--- src/rtl/bst_pkg.sv ---
// Shared constants and types for the board self-test sequencer and its board end
package bst_pkg;
  localparam int MEM_AW = 8;
  localparam int DW = 16;
  localparam int IC_W = 6;

  typedef enum logic [4:0] {
    T_DPR, T_VID, T_DISP, T_NVR, T_LED, T_SQ, T_SMS, T_SAT, T_PWRAP, T_UART,
    T_ATT1, T_ATT2, T_COMP, T_LODET, T_RFDET, T_DSP, T_IFBG, T_IFFG, T_IFNV
  } bst_test_type;

  typedef enum logic [3:0] {
    A_ARM, A_DECODE, A_PWRAP, A_UART, A_ATT1, A_ATT2, A_COMP, A_LODET,
    A_RF, A_DSPRST, A_DSPRDY, A_IFMEAS
  } bst_act_type;

  // APB register offsets and fields
  localparam logic [7:0] REG_CTRL = 8'h00;
  localparam logic [7:0] REG_STATUS = 8'h04;
  localparam logic [7:0] REG_RESULT = 8'h08;
  localparam logic [7:0] REG_TEST = 8'h0C;
  localparam int CTRL_START_BIT = 0;
  localparam int STAT_BUSY_BIT = 0;
  localparam int STAT_DONE_BIT = 1;
  localparam logic [31:0] RESULT_RST = 32'h0000_0000;

  // Indicator control register bits
  localparam int IC_INTERROG = 0;
  localparam int IC_REPLY = 1;
  localparam int IC_LOSC = 2;
  localparam int IC_DSPRST = 3;
  localparam int IC_PAGE2 = 4;
  localparam int IC_UARTLB = 5;

  // Gate bits in the IF measure argument
  localparam logic [15:0] G_BG = 16'h0003;
  localparam logic [15:0] G_ALL = 16'h0007;
  localparam logic [15:0] G_PULSE = 16'h0001;

  // Memory selects
  localparam logic [1:0] MS_SHARED = 2'h0;
  localparam logic [1:0] MS_VIDEO = 2'h1;
  localparam logic [1:0] MS_DISP = 2'h2;
  localparam logic [1:0] MS_NVR = 2'h3;

  localparam logic [15:0] PAT_A = 16'hAA55;
  localparam logic [15:0] PAT_B = 16'h55AA;
  localparam logic [15:0] PAT_INC_START = 16'h0000;

  // Failure codes
  localparam logic [31:0] FC_DPR = 32'h0100_0000;
  localparam logic [31:0] FC_VID = 32'h0200_0000;
  localparam logic [31:0] FC_DISP = 32'h0800_0000;
  localparam logic [31:0] FC_NVR = 32'h0040_0000;
  localparam logic [31:0] FC_LED = 32'h8000_0000;
  localparam logic [31:0] FC_SQ = 32'h0000_0400;
  localparam logic [31:0] FC_SMS = 32'h0000_0200;
  localparam logic [31:0] FC_SAT = 32'h0000_0100;
  localparam logic [31:0] FC_PWRAP = 32'h0080_0000;
  localparam logic [31:0] FC_UART = 32'h0040_0000;
  localparam logic [31:0] FC_ATT1 = 32'h1000_0000;
  localparam logic [31:0] FC_ATT2 = 32'h2000_0000;
  localparam logic [31:0] FC_COMP = 32'h4000_0000;
  localparam logic [31:0] FC_LODET = 32'h0000_0002;
  localparam logic [31:0] FC_RFDET = 32'h0000_0004;
  localparam logic [31:0] FC_DSP = 32'h0000_0040;
  localparam logic [31:0] FC_IFBG = 32'h0002_0000;
  localparam logic [31:0] FC_IFFG = 32'h0010_0000;
  localparam logic [31:0] FC_IFNV = 32'h0020_0000;

  // Test words and thresholds
  localparam logic [15:0] SQUITTER_WORD = 16'h5A11;
  localparam logic [15:0] SMS_WORD = 16'h2C3D;
  localparam logic [15:0] ATCRBS_WORD = 16'h0A73;
  localparam logic [15:0] UART_MSG = 16'hC35A;
  localparam logic [15:0] DAC_ATT1 = 16'h0155;
  localparam logic [15:0] DAC_ATT2 = 16'h02AA;
  localparam logic [15:0] DAC_COMP = 16'h0200;
  localparam logic [15:0] PWRAP_COUNTS = 16'd8;
  localparam logic [15:0] LODET_MIN = 16'd71;
  localparam logic [15:0] LODET_MAX = 16'd635;
  localparam logic [15:0] RF_ATT_DB = 16'd3;
  localparam logic [31:0] RF_RATIO_LO_X10 = 32'd16;
  localparam logic [31:0] RF_RATIO_HI_X10 = 32'd24;
  localparam logic [31:0] IF_RATIO_LO = 32'd2;
  localparam logic [31:0] IF_RATIO_HI = 32'd4;
  localparam logic [15:0] BG_MIN = 16'd100;
  localparam logic [15:0] BG_MAX = 16'd400;

  // Timing
  localparam int CLK_MHZ = 250;
  localparam int LED_WAIT_MS = 80;
  localparam int LED_WAIT_CYC = LED_WAIT_MS * 1000 * CLK_MHZ;
  localparam logic [3:0] STAT_SETTLE = 4'd4;
  localparam int DSP_BOOT_CYC = 16;
endpackage : bst_pkg

--- src/rtl/bst_link_if.sv ---
// Link between the self-test sequencer and the board it exercises
`timescale 1ns/10ps
`default_nettype none
interface bst_link_if #(parameter int AW = bst_pkg::MEM_AW);
  import bst_pkg::*;
  logic mem_req;
  logic mem_we;
  logic [1:0] mem_sel;
  logic [AW:0] mem_addr;
  logic [DW-1:0] mem_wdata;
  logic mem_ack;
  logic [DW-1:0] mem_rdata;
  logic [IC_W-1:0] ictl;
  logic [1:0] led_stat;
  logic dsp_ready;
  logic act_req;
  bst_act_type act_code;
  logic [DW-1:0] act_arg;
  logic act_ack;
  logic [DW-1:0] act_data;
  logic act_valid;
  modport seq (output mem_req, mem_we, mem_sel, mem_addr, mem_wdata, ictl, act_req,
    act_code, act_arg, input mem_ack, mem_rdata, led_stat, dsp_ready, act_ack, act_data,
    act_valid);
  modport brd (input mem_req, mem_we, mem_sel, mem_addr, mem_wdata, ictl, act_req,
    act_code, act_arg, output mem_ack, mem_rdata, led_stat, dsp_ready, act_ack, act_data,
    act_valid);
endinterface : bst_link_if
`default_nettype wire

--- src/rtl/bst_sequencer.sv ---
// Self-test sequencer with APB control and status registers
`timescale 1ns/10ps
`default_nettype none
// What this block does
// - Video memory tested like shared buffer memory
// - Display test uses copied secondary page, restores
// - Non-volatile memory saved, tested, then restored
// - Indicators on, verified, off verified 80 ms later
// - Squitter loaded to video memory, decoded, compared
// - Solicited Mode S: arm decoder, then decode
// - Solicited ATCRBS reply armed, decoded, compared
// - Pulse spacing must measure eight timer counts
// - UART loopback message must come back intact
// - Attenuator converters read back through ADC
// - Compensation converter read back through ADC
// - Lock detect reading must be 71 to 635
// - RF ratio, 0 over 3 dB, is 2+-0.4
// - Reset DSP, then check its ready status
// - Background loop level checked with pulse, sidelobe 0
// - Foreground over sidelobe ratio is 3+-1
// - Oscillator off: valid measurement means failure
// - Pattern fill AA55, 55AA, incrementing from 0000
// - Shared memory failure skips to indicator test
// - Result is the sum of failing codes
module bst_sequencer import bst_pkg::*; #(
  parameter int AW = MEM_AW,
  parameter int unsigned LED_WAIT = LED_WAIT_CYC
) (
  input wire logic pclk, // Processor clock
  input wire logic presetn, // Asynchronous reset, active low
  input wire logic psel, // APB select
  input wire logic penable, // APB enable
  input wire logic pwrite, // APB direction
  input wire logic [7:0] paddr, // APB byte address
  input wire logic [31:0] pwdata, // APB write data
  output logic [31:0] prdata, // APB read data
  output logic pready, // APB ready
  output logic pslverr, // APB error on unmapped address
  bst_link_if.seq lk // Link to the board
);
  typedef enum logic [3:0] {
    S_IDLE, S_START, S_MISSUE, S_MWAIT, S_LED_ON, S_LED_WAIT, S_ACT, S_LOAD_W,
    S_ACT_W, S_EVAL
  } bst_state_type;

  bst_state_type state_r;
  bst_test_type tidx_r;
  logic [2:0] ph_r;
  logic [AW-1:0] addr_r;
  logic cp_wr_r;
  logic [DW-1:0] hold_r;
  logic ld_r;
  logic fail_r;
  logic [31:0] cnt_r;
  logic [DW-1:0] m1_r;
  logic [DW-1:0] dat_r;
  logic val_r;
  logic [31:0] acc_r;
  logic done_r;
  logic start_p;
  logic copy_ph;
  logic chk_ph;
  logic tfail;
  logic [DW-1:0] pat;
  bst_act_type act;

  if (AW < 2 || AW > 14 || LED_WAIT < 1) begin : g_bad_par
    $error("bst_sequencer: parameter out of range");
  end

  function automatic logic reg_hit(input logic [7:0] a);
    return a == REG_CTRL || a == REG_STATUS || a == REG_RESULT || a == REG_TEST;
  endfunction : reg_hit

  function automatic logic two_ph(input bst_test_type t);
    return t == T_SMS || t == T_SAT || t == T_RFDET || t == T_DSP || t == T_IFFG;
  endfunction : two_ph

  function automatic logic is_mem(input bst_test_type t);
    return t == T_DPR || t == T_VID || t == T_DISP || t == T_NVR;
  endfunction : is_mem

  function automatic logic saves(input bst_test_type t);
    return t == T_DISP || t == T_NVR;
  endfunction : saves

  function automatic bst_act_type act_of(input bst_test_type t, input logic p);
    case (t)
      T_SQ: return A_DECODE;
      T_SMS, T_SAT: return p ? A_DECODE : A_ARM;
      T_PWRAP: return A_PWRAP;
      T_UART: return A_UART;
      T_ATT1: return A_ATT1;
      T_ATT2: return A_ATT2;
      T_COMP: return A_COMP;
      T_LODET: return A_LODET;
      T_RFDET: return A_RF;
      T_DSP: return p ? A_DSPRDY : A_DSPRST;
      default: return A_IFMEAS;
    endcase
  endfunction : act_of

  function automatic logic [DW-1:0] arg_of(input bst_test_type t, input logic p);
    case (t)
      T_SQ: return SQUITTER_WORD;
      T_SMS: return p ? SMS_WORD : 16'h0000;
      T_SAT: return p ? ATCRBS_WORD : 16'h0001;
      T_UART: return UART_MSG;
      T_ATT1: return DAC_ATT1;
      T_ATT2: return DAC_ATT2;
      T_COMP: return DAC_COMP;
      T_RFDET: return p ? RF_ATT_DB : 16'h0000;
      T_IFBG: return G_BG;
      T_IFFG: return p ? G_PULSE : G_ALL;
      T_IFNV: return G_ALL;
      default: return 16'h0000;
    endcase
  endfunction : arg_of

  function automatic logic [31:0] code_of(input bst_test_type t);
    case (t)
      T_DPR: return FC_DPR;
      T_VID: return FC_VID;
      T_DISP: return FC_DISP;
      T_NVR: return FC_NVR;
      T_LED: return FC_LED;
      T_SQ: return FC_SQ;
      T_SMS: return FC_SMS;
      T_SAT: return FC_SAT;
      T_PWRAP: return FC_PWRAP;
      T_UART: return FC_UART;
      T_ATT1: return FC_ATT1;
      T_ATT2: return FC_ATT2;
      T_COMP: return FC_COMP;
      T_LODET: return FC_LODET;
      T_RFDET: return FC_RFDET;
      T_DSP: return FC_DSP;
      T_IFBG: return FC_IFBG;
      T_IFFG: return FC_IFFG;
      default: return FC_IFNV;
    endcase
  endfunction : code_of

  function automatic logic pass_of(input bst_test_type t, input logic [DW-1:0] m1,
      input logic [DW-1:0] d, input logic v, input logic rdy);
    logic [31:0] a;
    logic [31:0] b;
    a = {16'h0000, m1};
    b = {16'h0000, d};
    case (t)
      T_SQ, T_SMS, T_SAT: return d == arg_of(t, two_ph(t));
      T_PWRAP: return d == PWRAP_COUNTS;
      T_UART: return d == UART_MSG;
      T_ATT1, T_ATT2, T_COMP: return d == arg_of(t, 1'b0);
      T_LODET: return d >= LODET_MIN && d <= LODET_MAX;
      T_RFDET: return a * 32'd10 >= b * RF_RATIO_LO_X10 && a * 32'd10 <= b * RF_RATIO_HI_X10;
      T_DSP: return d[0] && rdy;
      T_IFBG: return v && d >= BG_MIN && d <= BG_MAX;
      T_IFFG: return v && a >= b * IF_RATIO_LO && a <= b * IF_RATIO_HI;
      T_IFNV: return !v;
      default: return 1'b1;
    endcase
  endfunction : pass_of

  assign start_p = psel && penable && pready && pwrite && paddr == REG_CTRL
    && pwdata[CTRL_START_BIT] && state_r == S_IDLE;
  assign copy_ph = ph_r == 3'd0 || ph_r == 3'd7;
  assign chk_ph = ph_r == 3'd2 || ph_r == 3'd4 || ph_r == 3'd6;
  assign act = act_of(tidx_r, ph_r[0]);
  assign tfail = fail_r || !pass_of(tidx_r, m1_r, dat_r, val_r, lk.dsp_ready);
  always_comb begin
    if (ph_r <= 3'd2) begin
      pat = PAT_A;
    end else if (ph_r <= 3'd4) begin
      pat = PAT_B;
    end else begin
      pat = PAT_INC_START + DW'(addr_r);
    end
  end

  // APB slave: one wait state, write takes effect on the ready edge, read data is latched one edge earlier
  always_ff @(posedge pclk or negedge presetn) begin
    if (!presetn) begin
      pready <= 1'b0;
      prdata <= '0;
      pslverr <= 1'b0;
    end else begin
      pready <= psel && penable && !pready;
      pslverr <= psel && penable && !pready && !reg_hit(paddr);
      if (psel && penable && !pready && !pwrite) begin
        case (paddr)
          REG_STATUS: prdata <= {30'h0, done_r, state_r != S_IDLE};
          REG_RESULT: prdata <= acc_r;
          REG_TEST: prdata <= {27'h0, tidx_r};
          default: prdata <= '0;
        endcase
      end
    end
  end

  always_ff @(posedge pclk or negedge presetn) begin
    if (!presetn) begin
      state_r <= S_IDLE;
      tidx_r <= T_DPR;
      ph_r <= 3'd0;
      addr_r <= '0;
      cp_wr_r <= 1'b0;
      hold_r <= '0;
      ld_r <= 1'b0;
      fail_r <= 1'b0;
      cnt_r <= '0;
      m1_r <= '0;
      dat_r <= '0;
      val_r <= 1'b0;
      acc_r <= RESULT_RST;
      done_r <= 1'b0;
      lk.mem_req <= 1'b0;
      lk.mem_we <= 1'b0;
      lk.mem_sel <= MS_SHARED;
      lk.mem_addr <= '0;
      lk.mem_wdata <= '0;
      lk.ictl <= '0;
      lk.act_req <= 1'b0;
      lk.act_code <= A_ARM;
      lk.act_arg <= '0;
    end else begin
      case (state_r)
        S_IDLE: if (start_p) begin
          tidx_r <= T_DPR;
          acc_r <= RESULT_RST;
          done_r <= 1'b0;
          state_r <= S_START;
        end
        S_START: begin
          addr_r <= '0;
          ph_r <= (is_mem(tidx_r) && !saves(tidx_r)) ? 3'd1 : 3'd0;
          ld_r <= 1'b0;
          fail_r <= 1'b0;
          cnt_r <= '0;
          val_r <= 1'b0;
          lk.ictl[IC_LOSC] <= tidx_r == T_LODET || tidx_r == T_RFDET || tidx_r == T_IFBG
            || tidx_r == T_IFFG;
          lk.ictl[IC_UARTLB] <= tidx_r == T_UART;
          if (is_mem(tidx_r)) begin
            state_r <= S_MISSUE;
          end else if (tidx_r == T_LED) begin
            lk.ictl[IC_REPLY:IC_INTERROG] <= 2'b11;
            state_r <= S_LED_ON;
          end else begin
            state_r <= S_ACT;
          end
        end
        S_MISSUE: begin
          // Save copies target to backup, restore copies back; display backup is page 2
          lk.mem_req <= 1'b1;
          lk.mem_we <= copy_ph ? cp_wr_r : !chk_ph;
          lk.mem_wdata <= copy_ph ? hold_r : pat;
          if (copy_ph && ((ph_r == 3'd0) == cp_wr_r)) begin
            lk.mem_sel <= tidx_r == T_DISP ? MS_DISP : MS_SHARED;
            lk.mem_addr <= {tidx_r == T_DISP, addr_r};
          end else begin
            lk.mem_sel <= tidx_r == T_VID ? MS_VIDEO : tidx_r == T_DISP ? MS_DISP
              : tidx_r == T_NVR ? MS_NVR : MS_SHARED;
            lk.mem_addr <= {1'b0, addr_r};
          end
          state_r <= S_MWAIT;
        end
        S_MWAIT: if (lk.mem_ack) begin
          lk.mem_req <= 1'b0;
          state_r <= S_MISSUE;
          if (copy_ph && !cp_wr_r) begin
            hold_r <= lk.mem_rdata;
            cp_wr_r <= 1'b1;
          end else begin
            cp_wr_r <= 1'b0;
            if (chk_ph && lk.mem_rdata != pat) begin
              fail_r <= 1'b1;
            end
            addr_r <= addr_r + 1'b1;
            if (&addr_r) begin
              ph_r <= ph_r + 3'd1;
              if (ph_r == 3'd0 && tidx_r == T_DISP) begin
                lk.ictl[IC_PAGE2] <= 1'b1;
              end
              if (ph_r == 3'd7 || (ph_r == 3'd6 && !saves(tidx_r))) begin
                lk.ictl[IC_PAGE2] <= 1'b0;
                state_r <= S_EVAL;
              end
            end
          end
        end
        S_LED_ON: begin
          cnt_r <= cnt_r + 32'd1;
          if (cnt_r == 32'(STAT_SETTLE)) begin
            fail_r <= lk.led_stat != 2'b11;
            lk.ictl[IC_REPLY:IC_INTERROG] <= 2'b00;
            cnt_r <= '0;
            state_r <= S_LED_WAIT;
          end
        end
        S_LED_WAIT: begin
          cnt_r <= cnt_r + 32'd1;
          if (cnt_r == LED_WAIT - 1) begin
            if (lk.led_stat != 2'b00) begin
              fail_r <= 1'b1;
            end
            state_r <= S_EVAL;
          end
        end
        S_ACT: if (act == A_DECODE && !ld_r) begin
          lk.mem_req <= 1'b1;
          lk.mem_we <= 1'b1;
          lk.mem_sel <= MS_VIDEO;
          lk.mem_addr <= '0;
          lk.mem_wdata <= arg_of(tidx_r, ph_r[0]);
          state_r <= S_LOAD_W;
        end else begin
          lk.act_req <= 1'b1;
          lk.act_code <= act;
          lk.act_arg <= arg_of(tidx_r, ph_r[0]);
          lk.ictl[IC_DSPRST] <= act == A_DSPRST;
          state_r <= S_ACT_W;
        end
        S_LOAD_W: if (lk.mem_ack) begin
          lk.mem_req <= 1'b0;
          ld_r <= 1'b1;
          state_r <= S_ACT;
        end
        S_ACT_W: if (lk.act_ack) begin
          lk.act_req <= 1'b0;
          lk.ictl[IC_DSPRST] <= 1'b0;
          if (two_ph(tidx_r) && ph_r == 3'd0) begin
            m1_r <= lk.act_data;
            ph_r <= 3'd1;
            state_r <= S_ACT;
          end else begin
            dat_r <= lk.act_data;
            val_r <= lk.act_valid;
            state_r <= S_EVAL;
          end
        end
        S_EVAL: begin
          if (tfail) begin
            acc_r <= acc_r + code_of(tidx_r);
          end
          state_r <= S_START;
          if (tidx_r == T_DPR && tfail) begin
            tidx_r <= T_LED;
          end else if (tidx_r == T_IFNV) begin
            lk.ictl <= '0;
            done_r <= 1'b1;
            state_r <= S_IDLE;
          end else begin
            tidx_r <= bst_test_type'(tidx_r + 5'd1);
          end
        end
        default: state_r <= S_IDLE;
      endcase
    end
  end
endmodule : bst_sequencer
`default_nettype wire

--- src/flat_wrapper.sv ---
// flat-port wrapper written by rule: the top's interface ports become plain ports
module bst_sequencer_flat import bst_pkg::*;
#(
  parameter int AW = MEM_AW,
  parameter int unsigned LED_WAIT = LED_WAIT_CYC
)
  (pclk, presetn, psel, penable, pwrite, paddr, pwdata, prdata, pready, pslverr, lk_mem_req, lk_mem_we, lk_mem_sel, lk_mem_addr, lk_mem_wdata, lk_ictl, lk_act_req, lk_act_code, lk_act_arg, lk_mem_ack, lk_mem_rdata, lk_led_stat, lk_dsp_ready, lk_act_ack, lk_act_data, lk_act_valid);
  bst_link_if #(.AW(AW)) lk_i ();
  input wire logic pclk;
  input wire logic presetn;
  input wire logic psel;
  input wire logic penable;
  input wire logic pwrite;
  input wire logic [7:0] paddr;
  input wire logic [31:0] pwdata;
  output logic [31:0] prdata;
  output logic pready;
  output logic pslverr;
  output wire logic [$bits(lk_i.mem_req)-1:0] lk_mem_req;
  output wire logic [$bits(lk_i.mem_we)-1:0] lk_mem_we;
  output wire logic [$bits(lk_i.mem_sel)-1:0] lk_mem_sel;
  output wire logic [$bits(lk_i.mem_addr)-1:0] lk_mem_addr;
  output wire logic [$bits(lk_i.mem_wdata)-1:0] lk_mem_wdata;
  output wire logic [$bits(lk_i.ictl)-1:0] lk_ictl;
  output wire logic [$bits(lk_i.act_req)-1:0] lk_act_req;
  output wire logic [$bits(lk_i.act_code)-1:0] lk_act_code;
  output wire logic [$bits(lk_i.act_arg)-1:0] lk_act_arg;
  input wire logic [$bits(lk_i.mem_ack)-1:0] lk_mem_ack;
  input wire logic [$bits(lk_i.mem_rdata)-1:0] lk_mem_rdata;
  input wire logic [$bits(lk_i.led_stat)-1:0] lk_led_stat;
  input wire logic [$bits(lk_i.dsp_ready)-1:0] lk_dsp_ready;
  input wire logic [$bits(lk_i.act_ack)-1:0] lk_act_ack;
  input wire logic [$bits(lk_i.act_data)-1:0] lk_act_data;
  input wire logic [$bits(lk_i.act_valid)-1:0] lk_act_valid;
  assign lk_mem_req = lk_i.mem_req;
  assign lk_mem_we = lk_i.mem_we;
  assign lk_mem_sel = lk_i.mem_sel;
  assign lk_mem_addr = lk_i.mem_addr;
  assign lk_mem_wdata = lk_i.mem_wdata;
  assign lk_ictl = lk_i.ictl;
  assign lk_act_req = lk_i.act_req;
  assign lk_act_code = lk_i.act_code;
  assign lk_act_arg = lk_i.act_arg;
  assign lk_i.mem_ack = lk_mem_ack;
  assign lk_i.mem_rdata = lk_mem_rdata;
  assign lk_i.led_stat = lk_led_stat;
  assign lk_i.dsp_ready = lk_dsp_ready;
  assign lk_i.act_ack = lk_act_ack;
  assign lk_i.act_data = lk_act_data;
  assign lk_i.act_valid = lk_act_valid;
  bst_sequencer #(.AW(AW), .LED_WAIT(LED_WAIT)) u_core (.pclk(pclk), .presetn(presetn), .psel(psel), .penable(penable), .pwrite(pwrite), .paddr(paddr), .pwdata(pwdata), .prdata(prdata), .pready(pready), .pslverr(pslverr), .lk(lk_i));
endmodule
--- config.mk ---
export PLATFORM = sky130hd
export DESIGN_NAME = bst_sequencer_flat
export DESIGN_NICKNAME = d
export VERILOG_FILES = /design/src/rtl/bst_pkg.sv /design/src/rtl/bst_link_if.sv /design/src/rtl/bst_sequencer.sv /design/src/flat_wrapper.sv
export SDC_FILE = /design/constraint.sdc
export NUM_CORES = 1
export LEC_CHECK = 0
export ABC_CLOCK_PERIOD_IN_PS = 15730
export BUFFER_PORTS_ARGS = -buffer_cell sky130_fd_sc_hd__buf_4
export CAP_MARGIN = 20
export CORE_MARGIN = 10
export CORE_UTILIZATION = 50
export DETAILED_ROUTE_END_ITERATION = 10
export GPL_ROUTABILITY_DRIVEN = 0
export MAX_ROUTING_LAYER = met4
export PLACE_DENSITY = 0.7
export SYNTH_ARGS = -nofsm -noshare
export SYNTH_HDL_FRONTEND = slang
export SYNTH_SLANG_ARGS = --single-unit
--- constraint.sdc ---
create_clock -name pclk -period 15.73 [get_ports pclk]
set_clock_uncertainty 0.05 [all_clocks]
set_input_delay 2.3595 -clock pclk [delete_from_list [all_inputs] [get_ports pclk]]
set_output_delay 2.3595 -clock pclk [all_outputs]
set_load 0.005 [all_outputs]
==> summary.md <==
| Metric | Value |
|---|---|
| Count of cell types in the netlist | `90` |
| Clock tree buffer depth | `3` |
| GR Layer Usage met2 | `between 30% and 40%` |
| IO Port Bufs | `141` |
| Critical path arrival | `6.48 ns` |
| Worst VDD drop | `between 0.08 and 0.09 mV` |
| Clock latency at the later pin of the worst-skew pair | `0.55 ns` |
| Nets | `2089` |
| CTS sink count | `224` |
| Net Sw Power | `1.072 mW` |
| Post-route clock period utilization | `38.49%` |
| Row count | `64` |
| Post-CTS resize count | `0` |
| All-Layer GR Usage | `22.97%` |
| PD cells | `145.4 mW/mm^2` |
| Reg power frac | `31.8%` |
| Run status | `complete, no violations` |
| Core area | `0.03067 sq mm` |
| Largest net degree at the start of global routing | `104` |
| Drt first-iter violations | `1175` |
| GRT met3 Usage | `2.648%` |
| EDFF count, synth | `0` |
| IO Count | `173` |
| CP max FO | `16` |
| Max-slew headroom | `32.24%` |
| Register bit total from synthesis | `224` |
| Share of cells above drive strength 1 | `between 10 and 15%` |
| Vias post-DR | `13740` |
| Met1 usage | `between 30% and 40%` |
| TritonCTS Buffers | `26` |
| Vias in the first global route | `between 10000 and 15000` |
| Root buf cell | `clkbuf_16` |
| Setup violators final | `0` |
| Worst-path clk slew | `around 0.060 ns` |
| Number of remaining DRC errors | `0` |
| WP data required | `16.16 ns` |
| Area Growth Syn to Fin | `14.32%` |
| Cells after Synth | `1737` |
| Sw frac | `41.33%` |
| First-pass GRT wire length | `72.00 mm` |
| N_diodes | `0` |
| Most used routing layer | `met2` |
| Die area | `0.03869 sq mm` |
| Routed WL per cell | `19.78 um` |
| Clock share of power | `23.9%` |
| Initial Utilization | `50.89%` |
| Filler Cell Count | `between 2000 and 3000` |
| Via/cell ratio | `6.072` |
| Post-detail-place hpwl | `33.56 mm` |
| Comb power frac | `44.3%` |
| Hold Path Class | `reg -> reg` |
| Post-CTS setup buffers | `0` |
| Cell Area, Synth | `0.01561 sq mm` |
| Vert. Die Dim | `196.7 um` |
| Synth Warn # | `0` |
| Min Tclk post-route | `6.054 ns` |
| Final Slew Violations | `0` |
| Synth Net Count | `1979` |
| CP Launch Type | `flip-flop` |
| Grt ovf | `0` |
| Fraction of registers with async set/reset | `100.0%` |
| Cell-internal power | `1.522 mW` |
| Total Neg Setup Slack | `0 ns` |
| Post-synthesis sequential area ratio | `35.91%` |
| CTS tree | `yes` |
| Utilization after layout | `58.18%` |
| Max-cap violation count | `0` |
| Leakage power | `8.481 nW` |
| Pre-Repair DR Iteration Count | `5` |
| Worst-margin pin slew | `~1.0 ns` |
| Initial antenna violation count | `0` |
| Hold Vio Cnt, Final | `0` |
| Crit end category | `flip-flop` |
| RSZ-0062 raised after global routing | `no` |
| Hold-fix buffers, CTS | `0` |
| CTS H-tree lvls | `1` |
| Wirelength, routed | `44.77 mm` |
| Syn avg cell area | `8.986 sq um` |
| Achievable Freq | `0.1652 GHz` |
| Most used DFF post-synth | `dfrtp_1` |
| Die W | `196.7 um` |
| WS Path Type | `reg -> reg` |
| Antenna Nets Post-Route | `0` |
[kinds of logic (layout without fill, tap and decap cells)]
kind of cell    Yosys count  after routing  synth area share (%)
simple gates            603            603                 18.93
compound gates          490            490                 20.75
flops                   224            224                 35.91
fa+ha+maj               159            159                 12.89
buf+inv                 134            264                 3.719
xor+xnor                 78             78                 4.377
mux                      49             49                 3.431
[cells in the mapped netlist (17+ instances only)]
| cell type | number | area, sq um |
|---|---|---|
| dfrtp_1 | 224 | 5605 |
| nand2_1 | 185 | 694.4 |
| ha_1 | 156 | 1952 |
| nor2_1 | 145 | 544.3 |
| o21ai_0 | 124 | 620.6 |
| a21oi_1 | 105 | 525.5 |
| inv_1 | 58 | 217.7 |
| nand3_1 | 53 | 265.3 |
| a22o_1 | 52 | 455.4 |
| clkbuf_1 | 50 | 187.7 |
| xnor2_1 | 45 | 394.1 |
| mux2_2 | 36 | 405.4 |
| xor2_1 | 33 | 289.0 |
| nor3_1 | 32 | 160.2 |
| nand4_1 | 29 | 181.4 |
| a211oi_1 | 24 | 180.2 |
| a31oi_1 | 23 | 143.9 |
| a21o_1 | 22 | 165.2 |
| and2_1 | 19 | 118.9 |
| and3_1 | 18 | 112.6 |
| nand2b_1 | 18 | 112.6 |
| nor2b_1 | 18 | 112.6 |
| nor4_1 | 18 | 112.6 |
| o31ai_1 | 17 | 127.6 |
[area by class of cell]
| type | count | area [sq um] | area share (%) |
|---|---|---|---|
| multi-input cells | 1379 | 9428 | 52.83 |
| flip-flops and latches | 224 | 5605 | 31.41 |
| repair buffers | 156 | 1206 | 6.759 |
| clock buffers | 35 | 744.5 | 4.172 |
| well taps | 396 | 495.5 | 2.777 |
| inverters | 60 | 225.2 | 1.262 |
| clock inverters | 13 | 140.1 | 0.7853 |
[power groups by stage]
stage	logic [mW]	registers, mW	clock network (mW)
after floorplan	0.822	0.766	0
after global placement	1.08	0.826	0
after detailed placement	1.13	0.830	0
after CTS	1.14	0.820	0.634
after global routing	1.28	0.837	0.656
final	1.15	0.825	0.620
[state kept, by name, summed over array words and instances, names as in the netlist, 3 cells and up]
register and flops:
u_core.cnt_r 32, u_core.prdata 32, u_core.acc_r 31, u_core.dat_r 16, u_core.hold_r 16, u_core.lk.mem_wdata 16, u_core.m1_r 16, u_core.lk.act_arg 15
u_core.lk.mem_addr 9, u_core.addr_r 8, u_core.lk.ictl 5, u_core.tidx_r 5, u_core.lk.act_code 4, u_core.state_r 4, u_core.ph_r 3
[per-layer routing]
metal,vias up,wire length (um),part of all wire [%]
li1,6608,-,-
met1,6659,20340,45
met2,399,20900,47
met3,74,2264,5.1
met4,0,1266,2.8
met5,-,0,0
[through the flow]
step	cells	worst slack [ns]	cell area, sq um	hold WS [ns]	power (mW)
finish	2263	9.676	17840	0.4280	2.594
global route	2263	9.335	17840	0.4563	2.775
CTS	2261	9.805	17800	0.4336	2.590
detailed placement	2213	9.831	16920	0.4205	1.957
global placement	2213	9.935	16920	0.4099	1.910
floorplan	1737	10.67	15610	0.3959	1.588
[critical path: stages (launching register included)]
cell       delay (ns)
dfrtp_1          0.46
ha_1             0.33
ha_1             0.24
fa_1             0.40
a21o_1           0.17
a21oi_1          0.24
o21bai_1         0.11
a21o_1           0.21
a21oi_1          0.27
o211ai_1         0.14
a31o_2           0.27
a21oi_1          0.17
xnor2_1          0.13
ha_1             0.22
a2111oi_0        0.57
o31ai_1          0.16
o211ai_1         0.14
o31ai_1          0.11
o221ai_1         0.39
o2111ai_2        0.32
and2_4           0.28
or4_1            0.40
a21oi_1          0.16
[cells in the final DEF (no fill, tap or decap), drive strengths merged, types with 13 or more instances in the layout]
master	count
nor3	33
nor2b	19
nand2	185
nand2b	18
and2	20
dfrtp	224
xnor2	45
xor2	33
o21ai	138
inv	61
nor2	147
a21o	22
a31oi	23
nand3	53
mux2	36
mux2i	13
a211oi	26
and3	18
or2	13
ha	156
o31ai	18
a21oi	105
buf	156
nand4	29
or3	18
clkbuf	35
a22o	52
nor4	19
[worst paths after layout]
path | startpoint | endpoint | slack (ns) | cells after the start
max in group asynchronous | presetn | u_core.lk.mem_wdata[10] | 12.50 | 2
min | u_core.lk.mem_wdata[10] | u_core.lk.mem_wdata[10] | 0.43 | 2
max reg2reg | u_core.m1_r[1] | u_core.acc_r[16] | 9.68 | 22
max | u_core.m1_r[1] | u_core.acc_r[16] | 9.68 | 22
min in group asynchronous | presetn | u_core.m1_r[3] | 1.75 | 1
min reg2reg | u_core.lk.mem_wdata[10] | u_core.lk.mem_wdata[10] | 0.43 | 2
Note: power is estimated with default switching activity, not from simulation.
